### src/tef_pkg.sv
/*
 * Package for the timer event-flag block: register map, field positions,
 * reset values, channel modes and packed carrier types.
 * Assumes a 32-bit APB slave with byte addresses and one word per register.
 */
package tef_pkg;
	// ==========================================================
	// Register map
	localparam logic [11:0] ADDR_CTRL = 12'h000;
	localparam logic [11:0] ADDR_MOD = 12'h004;
	localparam logic [11:0] ADDR_STAT = 12'h008;
	localparam logic [11:0] ADDR_MASK = 12'h00C;
	localparam logic [11:0] ADDR_CNT = 12'h010;
	localparam logic [11:0] ADDR_CHCFG = 12'h020;
	localparam logic [11:0] ADDR_CHVAL = 12'h040;
	// ==========================================================
	// Field positions and reset values
	localparam int CTRL_RUN_BIT = 0;
	localparam int CTRL_CALIGN_BIT = 1;
	localparam int CTRL_WRAPIE_BIT = 2;
	localparam int STAT_WRAP_BIT = 0;
	localparam int STAT_CH_LSB = 1;
	localparam logic [15:0] MOD_RESET = 16'h0000;
	localparam logic [15:0] CNT_ZERO = 16'h0000;
	localparam logic [15:0] CNT_FULL = 16'hFFFF;
	localparam logic [31:0] RD_ZERO = 32'h0000_0000;
	// ==========================================================
	// Channel modes
	typedef enum logic [1:0] {
		MODE_CAPTURE = 2'b00,
		MODE_COMPARE = 2'b01,
		MODE_EDGE_PWM = 2'b10
	} tef_chmode_type;
	// Channel configuration word: mode, edge select and interrupt enable.
	typedef struct packed {
		logic channelIrqEnable;
		logic edgeSelHigh;
		logic edgeSelLow;
		tef_chmode_type mode;
	} tef_chcfg_type;
	// Flag event request set: one set pulse, one clear-arming read, one zero write.
	typedef struct packed {
		logic setEvt;
		logic readSeen;
		logic writeZero;
	} tef_flagreq_type;
endpackage

### src/tef_flag.sv
/*
 * One event flag with its own clear-arming state.
 * Assumes the caller delivers single-cycle pulses on the same clock.
 */
`timescale 1ns/1ps
module tef_flag (
	input wire logic clock,
	input wire logic rstn,
	input tef_pkg::tef_flagreq_type req,
	output logic flag
);
	logic flag_ff;
	logic armed_ff;
	logic nxt_flag;
	logic nxt_armed;
	// ==========================================================
	// Arm on a read of a set flag; a fresh event disarms so the write cannot lose it.
	assign nxt_armed = req.setEvt ? 1'b0 : (req.readSeen && flag_ff) ? 1'b1 :
		req.writeZero ? 1'b0 : armed_ff;
	// Set always wins; zero write clears only when armed; writing one does nothing.
	assign nxt_flag = req.setEvt ? 1'b1 : (req.writeZero && armed_ff) ? 1'b0 : flag_ff;
	// Flag and arm registers.
	always_ff @(posedge clock or negedge rstn) begin
		if (!rstn) begin
			flag_ff <= 1'b0;
			armed_ff <= 1'b0;
		end else begin
			flag_ff <= nxt_flag;
			armed_ff <= nxt_armed;
		end
	end
	assign flag = flag_ff;
	// ==========================================================
	// Checks.
	a_clear_needs_arm: assert property (@(posedge clock) disable iff (!rstn)
		$fell(flag_ff) |-> $past(armed_ff) && $past(req.writeZero))
		else $error("Flag cleared without armed zero write.");
	a_event_wins_clear: assert property (@(posedge clock) disable iff (!rstn)
		req.setEvt |=> flag_ff && !armed_ff)
		else $error("Fresh event lost or left clear armed.");
	a_unarmed_write_keeps: assert property (@(posedge clock) disable iff (!rstn)
		flag_ff && req.writeZero && !armed_ff |=> flag_ff)
		else $error("Unarmed zero write cleared the flag.");
	c_flag_cleared: cover property (@(posedge clock) disable iff (!rstn)
		flag_ff ##1 armed_ff ##[1:8] !flag_ff);
endmodule

### src/tef_timer_flags.sv
/*
 * Event-flag logic of a 16-bit timer with PWM channels, behind an APB slave.
 * Holds a small counter to create wrap events, per-channel capture and match
 * detection, sticky flags with two-step clearing and one level interrupt.
 * Assumes capture inputs come from pins and are asynchronous.
 */
// Our own choices: the APB slave port and the placing of the registers.
`timescale 1ns/1ps
module tef_timer_flags #(
	parameter int NUM_CH = 2
) (
	input wire logic clock,
	input wire logic rstn,
	input wire logic psel,
	input wire logic penable,
	input wire logic pwrite,
	input wire logic [11:0] paddr,
	input wire logic [31:0] pwdata,
	output logic [31:0] prdata,
	output logic pready,
	output logic pslverr,
	input wire logic [NUM_CH-1:0] captureIn,
	output logic irq
);
	localparam int NF = NUM_CH + 1;
	// ==========================================================
	// Bus decode.
	logic [31:0] rdata_ff;
	logic pready_ff;
	logic pslverr_ff;
	logic setupPhase;
	logic [NUM_CH-1:0] selCfg;
	logic [NUM_CH-1:0] selVal;
	logic hitCtrl;
	logic hitMod;
	logic hitStat;
	logic hitMask;
	logic hitCnt;
	logic anyHit;
	logic doWrite;
	logic doRead;
	// Registers are answered in the access phase one cycle after setup.
	assign setupPhase = psel && !penable;
	assign doWrite = psel && penable && pwrite && anyHit;
	assign doRead = psel && penable && !pwrite && anyHit;
	assign hitCtrl = (paddr == tef_pkg::ADDR_CTRL);
	assign hitMod = (paddr == tef_pkg::ADDR_MOD);
	assign hitStat = (paddr == tef_pkg::ADDR_STAT);
	assign hitMask = (paddr == tef_pkg::ADDR_MASK);
	assign hitCnt = (paddr == tef_pkg::ADDR_CNT);
	genvar g;
	generate
		for (g = 0; g < NUM_CH; g++) begin : gDec
			assign selCfg[g] = (paddr == tef_pkg::ADDR_CHCFG + 12'(4 * g));
			assign selVal[g] = (paddr == tef_pkg::ADDR_CHVAL + 12'(4 * g));
		end
	endgenerate
	assign anyHit = hitCtrl || hitMod || hitStat || hitMask || hitCnt || (|selCfg) || (|selVal);
	// ==========================================================
	// Software registers.
	logic run_ff;
	logic calign_ff;
	logic wrapIe_ff;
	logic [15:0] mod_ff;
	logic [NF-1:0] mask_ff;
	tef_pkg::tef_chcfg_type cfg_ff [NUM_CH];
	logic [15:0] val_ff [NUM_CH];
	always_ff @(posedge clock or negedge rstn) begin
		if (!rstn) begin
			run_ff <= 1'b0;
			calign_ff <= 1'b0;
			wrapIe_ff <= 1'b0;
			mod_ff <= tef_pkg::MOD_RESET;
			mask_ff <= '0;
		end else if (doWrite) begin
			if (hitCtrl) begin
				run_ff <= pwdata[tef_pkg::CTRL_RUN_BIT];
				calign_ff <= pwdata[tef_pkg::CTRL_CALIGN_BIT];
				wrapIe_ff <= pwdata[tef_pkg::CTRL_WRAPIE_BIT];
			end else if (hitMod) begin
				mod_ff <= pwdata[15:0];
			end else if (hitMask) begin
				mask_ff <= pwdata[NF-1:0];
			end
		end
	end
	// Channel configuration and compare values.
	generate
		for (g = 0; g < NUM_CH; g++) begin : gChReg
			always_ff @(posedge clock or negedge rstn) begin
				if (!rstn) begin
					cfg_ff[g] <= '0;
					val_ff[g] <= tef_pkg::CNT_ZERO;
				end else if (doWrite && selCfg[g]) begin
					cfg_ff[g] <= pwdata[4:0];
				end else if (doWrite && selVal[g]) begin
					val_ff[g] <= pwdata[15:0];
				end
			end
		end
	endgenerate
	// ==========================================================
	// Counter, up or up/down.
	logic [15:0] cnt_ff;
	logic down_ff;
	logic [15:0] nxt_cnt;
	logic nxt_down;
	logic atTop;
	logic wrapEvt;
	// A zero modulus means the free-running full range.
	assign atTop = (mod_ff == tef_pkg::CNT_ZERO) ? (cnt_ff == tef_pkg::CNT_FULL) : (cnt_ff == mod_ff);
	// Up/down turns at the modulus and again at zero.
	assign nxt_down = calign_ff ? (atTop ? 1'b1 : (cnt_ff == 16'h0001 && down_ff) ? 1'b0 : down_ff)
		: 1'b0;
	assign nxt_cnt = !run_ff ? cnt_ff : calign_ff ? (down_ff && !atTop ? cnt_ff - 16'h0001 :
		atTop ? cnt_ff - 16'h0001 : cnt_ff + 16'h0001)
		: (atTop ? tef_pkg::CNT_ZERO : cnt_ff + 16'h0001);
	// Wrap: up mode at top-to-zero, up/down at the turn downward.
	assign wrapEvt = run_ff && atTop;
	always_ff @(posedge clock or negedge rstn) begin
		if (!rstn) begin
			cnt_ff <= tef_pkg::CNT_ZERO;
			down_ff <= 1'b0;
		end else begin
			cnt_ff <= nxt_cnt;
			down_ff <= run_ff ? nxt_down : down_ff;
		end
	end
	// ==========================================================
	// Channel events.
	logic [NUM_CH-1:0] capMeta_ff;
	logic [NUM_CH-1:0] capSync_ff;
	logic [NUM_CH-1:0] capLast_ff;
	logic [NUM_CH-1:0] chEvt;
	// Two-stage synchroniser, then an edge detector on the second stage only.
	always_ff @(posedge clock or negedge rstn) begin
		if (!rstn) begin
			capMeta_ff <= '0;
			capSync_ff <= '0;
			capLast_ff <= '0;
		end else begin
			capMeta_ff <= captureIn;
			capSync_ff <= capMeta_ff;
			capLast_ff <= capSync_ff;
		end
	end
	generate
		for (g = 0; g < NUM_CH; g++) begin : gEvt
			logic rise;
			logic fall;
			logic match;
			assign rise = capSync_ff[g] && !capLast_ff[g];
			assign fall = !capSync_ff[g] && capLast_ff[g];
			// Matches only count while the counter runs, so a stopped timer is silent.
			assign match = run_ff && (cnt_ff == val_ff[g]);
			// Center PWM is every channel, capture mode included, while center-align is set; both
			// the up and the down match flag the channel.
			assign chEvt[g] = (cfg_ff[g].mode == tef_pkg::MODE_CAPTURE && !calign_ff) ?
				((cfg_ff[g].edgeSelLow && rise) || (cfg_ff[g].edgeSelHigh && fall))
				: match;
		end
	endgenerate
	// ==========================================================
	// Flags: bit 0 is the wrap flag, bits above are channel flags.
	logic [NF-1:0] flags;
	logic [NF-1:0] setVec;
	logic [NF-1:0] ieVec;
	logic statRead;
	logic statWrite;
	assign setVec = {chEvt, wrapEvt};
	assign statRead = doRead && hitStat;
	assign statWrite = doWrite && hitStat;
	generate
		for (g = 0; g < NF; g++) begin : gFlag
			tef_pkg::tef_flagreq_type rq;
			assign rq.setEvt = setVec[g];
			assign rq.readSeen = statRead;
			assign rq.writeZero = statWrite && !pwdata[g];
			tef_flag uFlag (
				.clock(clock),
				.rstn(rstn),
				.req(rq),
				.flag(flags[g])
			);
			if (g == 0) begin : gIe0
				assign ieVec[g] = wrapIe_ff;
			end else begin : gIeN
				assign ieVec[g] = cfg_ff[g-1].channelIrqEnable;
			end
		end
	endgenerate
	// ==========================================================
	// Read mux and answer registers; unmapped addresses return an error.
	logic [31:0] rdMux;
	logic irq_ff;
	logic [31:0] cfgRd;
	logic [31:0] valRd;
	always_comb begin
		cfgRd = tef_pkg::RD_ZERO;
		valRd = tef_pkg::RD_ZERO;
		for (int i = 0; i < NUM_CH; i++) begin
			if (selCfg[i]) begin
				cfgRd = {27'h000_0000, cfg_ff[i]};
			end
			if (selVal[i]) begin
				valRd = {16'h0000, val_ff[i]};
			end
		end
	end
	assign rdMux = hitCtrl ? {29'h0000_0000, wrapIe_ff, calign_ff, run_ff} :
		hitMod ? {16'h0000, mod_ff} :
		hitStat ? 32'(flags) :
		hitMask ? 32'(mask_ff) :
		hitCnt ? {16'h0000, cnt_ff} : (cfgRd | valRd);
	always_ff @(posedge clock or negedge rstn) begin
		if (!rstn) begin
			rdata_ff <= tef_pkg::RD_ZERO;
			pready_ff <= 1'b0;
			pslverr_ff <= 1'b0;
			irq_ff <= 1'b0;
		end else begin
			rdata_ff <= setupPhase ? rdMux : rdata_ff;
			pready_ff <= setupPhase;
			pslverr_ff <= setupPhase && !anyHit;
			irq_ff <= |(flags & ieVec & ~mask_ff);
		end
	end
	assign prdata = rdata_ff;
	assign pready = pready_ff;
	assign pslverr = pslverr_ff;
	assign irq = irq_ff;
	// ==========================================================
	// Checks.
	a_irq_follows_flag: assert property (@(posedge clock) disable iff (!rstn)
		##1 irq == $past(|(flags & ieVec & ~mask_ff)))
		else $error("Interrupt level does not follow flags.");
	a_free_wrap: assert property (@(posedge clock) disable iff (!rstn)
		run_ff && !calign_ff && mod_ff == 16'h0000 && cnt_ff == 16'hFFFF |=>
		cnt_ff == 16'h0000 && flags[0])
		else $error("Free wrap did not reach zero with flag.");
	a_mod_wrap: assert property (@(posedge clock) disable iff (!rstn)
		run_ff && !calign_ff && mod_ff != 16'h0000 && cnt_ff == mod_ff && !doWrite |=>
		cnt_ff == 16'h0000 && flags[0])
		else $error("Modulus wrap failed.");
	a_updown_turn: assert property (@(posedge clock) disable iff (!rstn)
		run_ff && calign_ff && mod_ff != 16'h0000 && cnt_ff == mod_ff && !doWrite |=>
		cnt_ff == $past(cnt_ff) - 16'h0001 && flags[0])
		else $error("Up/down turn at modulus failed.");
	a_match_sets: assert property (@(posedge clock) disable iff (!rstn)
		chEvt[0] |=> flags[1])
		else $error("Channel event did not set its flag.");
	a_rise_capture: assert property (@(posedge clock) disable iff (!rstn)
		!calign_ff && cfg_ff[0] == 5'b00100 && capSync_ff[0] && !capLast_ff[0] |=> flags[1])
		else $error("Rising capture edge missed.");
	a_ready_one: assert property (@(posedge clock) disable iff (!rstn)
		setupPhase |=> pready ##1 !pready || (psel && !penable))
		else $error("Ready not a one-cycle answer.");
	c_wrap_seen: cover property (@(posedge clock) disable iff (!rstn) wrapEvt);
	c_center_turn: cover property (@(posedge clock) disable iff (!rstn) calign_ff && down_ff);
	c_irq_raised: cover property (@(posedge clock) disable iff (!rstn) $rose(irq));
endmodule

### config.mk
export PLATFORM = sky130hd
export DESIGN_NAME = tef_timer_flags
export DESIGN_NICKNAME = d
export VERILOG_FILES = /design/src/tef_pkg.sv /design/src/tef_flag.sv /design/src/tef_timer_flags.sv
export SDC_FILE = /design/constraint.sdc
export NUM_CORES = 1
export LEC_CHECK = 0
export BUFFER_PORTS_ARGS = -buffer_cell sky130_fd_sc_hd__buf_2
export CORE_ASPECT_RATIO = 1.75
export CORE_MARGIN = 3
export CORE_UTILIZATION = 26
export CTS_CLUSTER_SIZE = 12
export DETAILED_ROUTE_END_ITERATION = 8
export PLACE_DENSITY = 0.46
export SYNTH_ARGS = -nofsm -noshare
export SYNTH_HDL_FRONTEND = slang
export SYNTH_HIERARCHICAL = 1
export SYNTH_SLANG_ARGS = --single-unit
### constraint.sdc
create_clock -name clock -period 2.45 [get_ports clock]
set_input_delay 0.245 -clock clock [delete_from_list [all_inputs] [get_ports clock]]
set_output_delay 0.245 -clock clock [all_outputs]
set_load 0.005 [all_outputs]
==> reports/metrics.yaml <==
synth_cell_types: 64
muxShareOfSynthArea_pct: 12.7
cts_max_path_buffers: 2
critPathArrivalTime_ns: 3.13
diodes: 0
die_w_um: 125
ios: 86
start_util_pct: 26.7
final-hold-violation-count: 0
clock_latency_ns: 0.36
worstPathRequired_ns: 2.68
clk_pin_slew_ns: 0.08
clock_skew_ns: 0.0124
synth_compound_area_share_pct: 15.5
coreArea_um2: 24300
placed_cell_area_um2: 7650
grt_pass1_vias: 5593
finalWirelength_um: 21700
drive_gt1_share_pct: 33.6
routabilityCongestion: 0.835
status: "complete, but fails checks"
rsz0062_at_grt: "yes"
grt.overflow.total: 0
port_buffers: 53
antenna_found_initial: 0
firstDrtPassIters: 6
grt_usage_pct: 15.7
worstSetupEndpointType: "flop"
drc: 0
async_reset_ff_share_pct: 100
synth_top_flop_cell: "dfrtp_1"
numCtsBuffers: 9
fin_crit_ns: 2.90
final_nets: 797
min_from: "pwdata[11]"
netlist_area_um2: 6480
slew_headroom_pct: 56.4
synth_top_family_by_area: "simple AND/OR/NAND/NOR gates"
tightest_slew_ns: 0.649
ys_top_cells_by_area: "dfrtp_1 43%, mux2_1 9.0%, xor2_1 4.1%"
wire_per_inst_um: 20.5
timing.rr.start: "mod_ff[8]"
synthSimpleGateAreaFrac_pct: 15.7
grt_max_degree: 41
routed_via_density: 5.15
h-tree-depth: 3
synth_top_area_cell: "dfrtp_1"
synth_edf_count: 0
yosys.area_share.adder_pct: 0.579
reg2reg_slack_ns: -0.45
die_h_um: 215
holdPathStages: 2
die_area_um2: 26900
detail-route-antenna-nets: 0
fillers: 2422
period_share_pct: 118
netlist_instances: 614
ir_drop_uv: 327
synthXorXnorAreaFrac_pct: 6.62
synth.most_common_cell: "dfrtp_1"
max_freq_mhz: 345
p_leak_nw: 3.95
hold_end: "val_ff[11]"
dp_hpwl_um: 16300
setup_viol: 19
synth.top_cell.area_share_pct: 43.2
num_vias: 5436
fp-row-count: 75
slew_violations: 0
hp-class: "input pin to flop"
clock-sinks: 112
syn_to_final_growth_pct: 29.7
start_kind: "flop"
path_max_fanout: 7
ys_seq_elements: 112
reg2reg_depth: 12
cts_tree: "yes"
ys_seq_area_share_pct: 43.2
final_area_um2: 8410
grt_pass1_wl_um: 33100
synth_commonest_cells: "112 x dfrtp_1, 52 x mux2_1, 42 x nor2_1"
drtIter0Drc: 197
setup_ws_ns: -0.452
report.power.total_mw: 3.69
p_per_area_nw_per_um2: 439
yosysWarnings: 6
drv_cap: 0
violations: "negative setup slack"
path_class: "flop to flop"
synth.avg_cell_area_um2: 10.6
worst_r2r_endpoint: "cnt_ff[4]"
clockRootBuffer: "clkbuf_16"
where the power goes:
group / switching, mW / internal (mW) / total, mW
combinational: 0.161 / 0.109 / 0.270
clock: 0.793 / 0.721 / 1.51
sequential: 0.0222 / 1.89 / 1.91
total: 0.976 / 2.72 / 3.69
cell type report:
class	count	area (µm²)	area share, %
Timing Repair Buffer	163	1200	14.2
Tap cell	308	385	4.58
Inverter	9	33.8	0.402
Sequential cell	112	2800	33.3
Clock buffer	9	225	2.68
Clock inverter	7	76.3	0.908
Multi-Input combinational cell	448	3690	43.9
cells in the final DEF (no fill, tap or decap), drive strengths merged, types with 4 or more instances in the layout:
master	n
buf	159
dfrtp	112
mux2	64
nor2	42
a22oi	34
xor2	30
nand2	29
nor4	28
xnor2	19
a41oi	18
nand3	17
conb	16
a31oi	16
nor3	16
o21ai	15
a21oi	11
clkbuf	10
and3	9
inv	9
nand3b	8
o211ai	7
nand2b	6
mux2i	6
nand4	5
o221ai	5
clkinv	5
or3	4
nor2b	4
worst max-delay path, stage by stage (launching register included):
cell      delay (ns)
dfrtp_1         0.41
nor4_4          0.44
buf_6           0.21
a41oi_2         0.18
xnor2_2         0.22
nor4_2          0.07
buf_4           0.15
nand4_4         0.12
buf_6           0.12
a21boi_4        0.05
buf_6           0.13
and3_1          0.15
or4_1           0.51
how the worst max path moves through the flow:
stage                  to      start  slack (ns)
2_1_floorplan   cnt_ff[7]  mod_ff[7]       -0.19
3_3_place_gp   cnt_ff[12]  mod_ff[7]       -0.38
3_5_place_dp   cnt_ff[12]  mod_ff[7]       -0.40
4_1_cts         cnt_ff[4]  mod_ff[7]       -0.40
5_1_grt        cnt_ff[12]  mod_ff[8]       -0.53
6_report        cnt_ff[4]  mod_ff[8]       -0.45
per-layer routing:
metal	wire length [µm]	vias up	part of all wire [%]	GRT usage (%)
li1	-	2521	-	-
met1	8250	2736	38	17.1
met2	12100	140	56	30.7
met3	522	39	2.4	1.66
met4	773	0	3.6	5.86
met5	0	-	0	0
kinds of logic (layout without fill, tap and decap cells):
family,after synthesis,after routing
buffers and inverters,69,188
xor gates and xnor gates,49,49
adders and majority gates,3,3
muxes,72,72
AOI/OAI and AO/OA,130,130
DFF,112,112
and+or+nand+nor,178,178
other,1,16
metrics by stage:
| step | worst slack (ns) | hold WS [ns] | TNS [ns] | std cells | utilization [%] |
|---|---|---|---|---|---|
| 6_report | -0.452 | 0.126 | -5.08 | 1056 | 34.6 |
| 5_1_grt | -0.526 | 0.139 | -7.51 | 1056 | 34.6 |
| 4_1_cts | -0.396 | 0.116 | -4.93 | 1045 | 32.9 |
| 3_5_place_dp | -0.402 | 0.296 | -5.38 | 1026 | 31.5 |
| 3_3_place_gp | -0.382 | 0.286 | -4.71 | 1026 | 31.5 |
| 2_1_floorplan | -0.191 | -0.0506 | -0.829 | 629 | - |
registers in the layout (all words and copies together) (netlist names), 2 cells and up:
signal,cells
cfg_ff,10
mask_ff,3
capLast_ff,2
prdata,16
cnt_ff,16
mod_ff,16
val_ff,32
gFlag.uFlag/flag,3
gFlag.uFlag/armed_ff,3
capMeta_ff,2
capSync_ff,2
repair_timing:
action,4_1_cts,5_1_grt
gates resized for setup,6,55
endpoints found under the hold margin,39,0
endpoints found under the setup margin,16,19
pin swaps,0,12
buffers inserted,0,10
hold buffers,3,0
cloned,0,1
No activity file was read; power rests on OpenSTA's default activity.
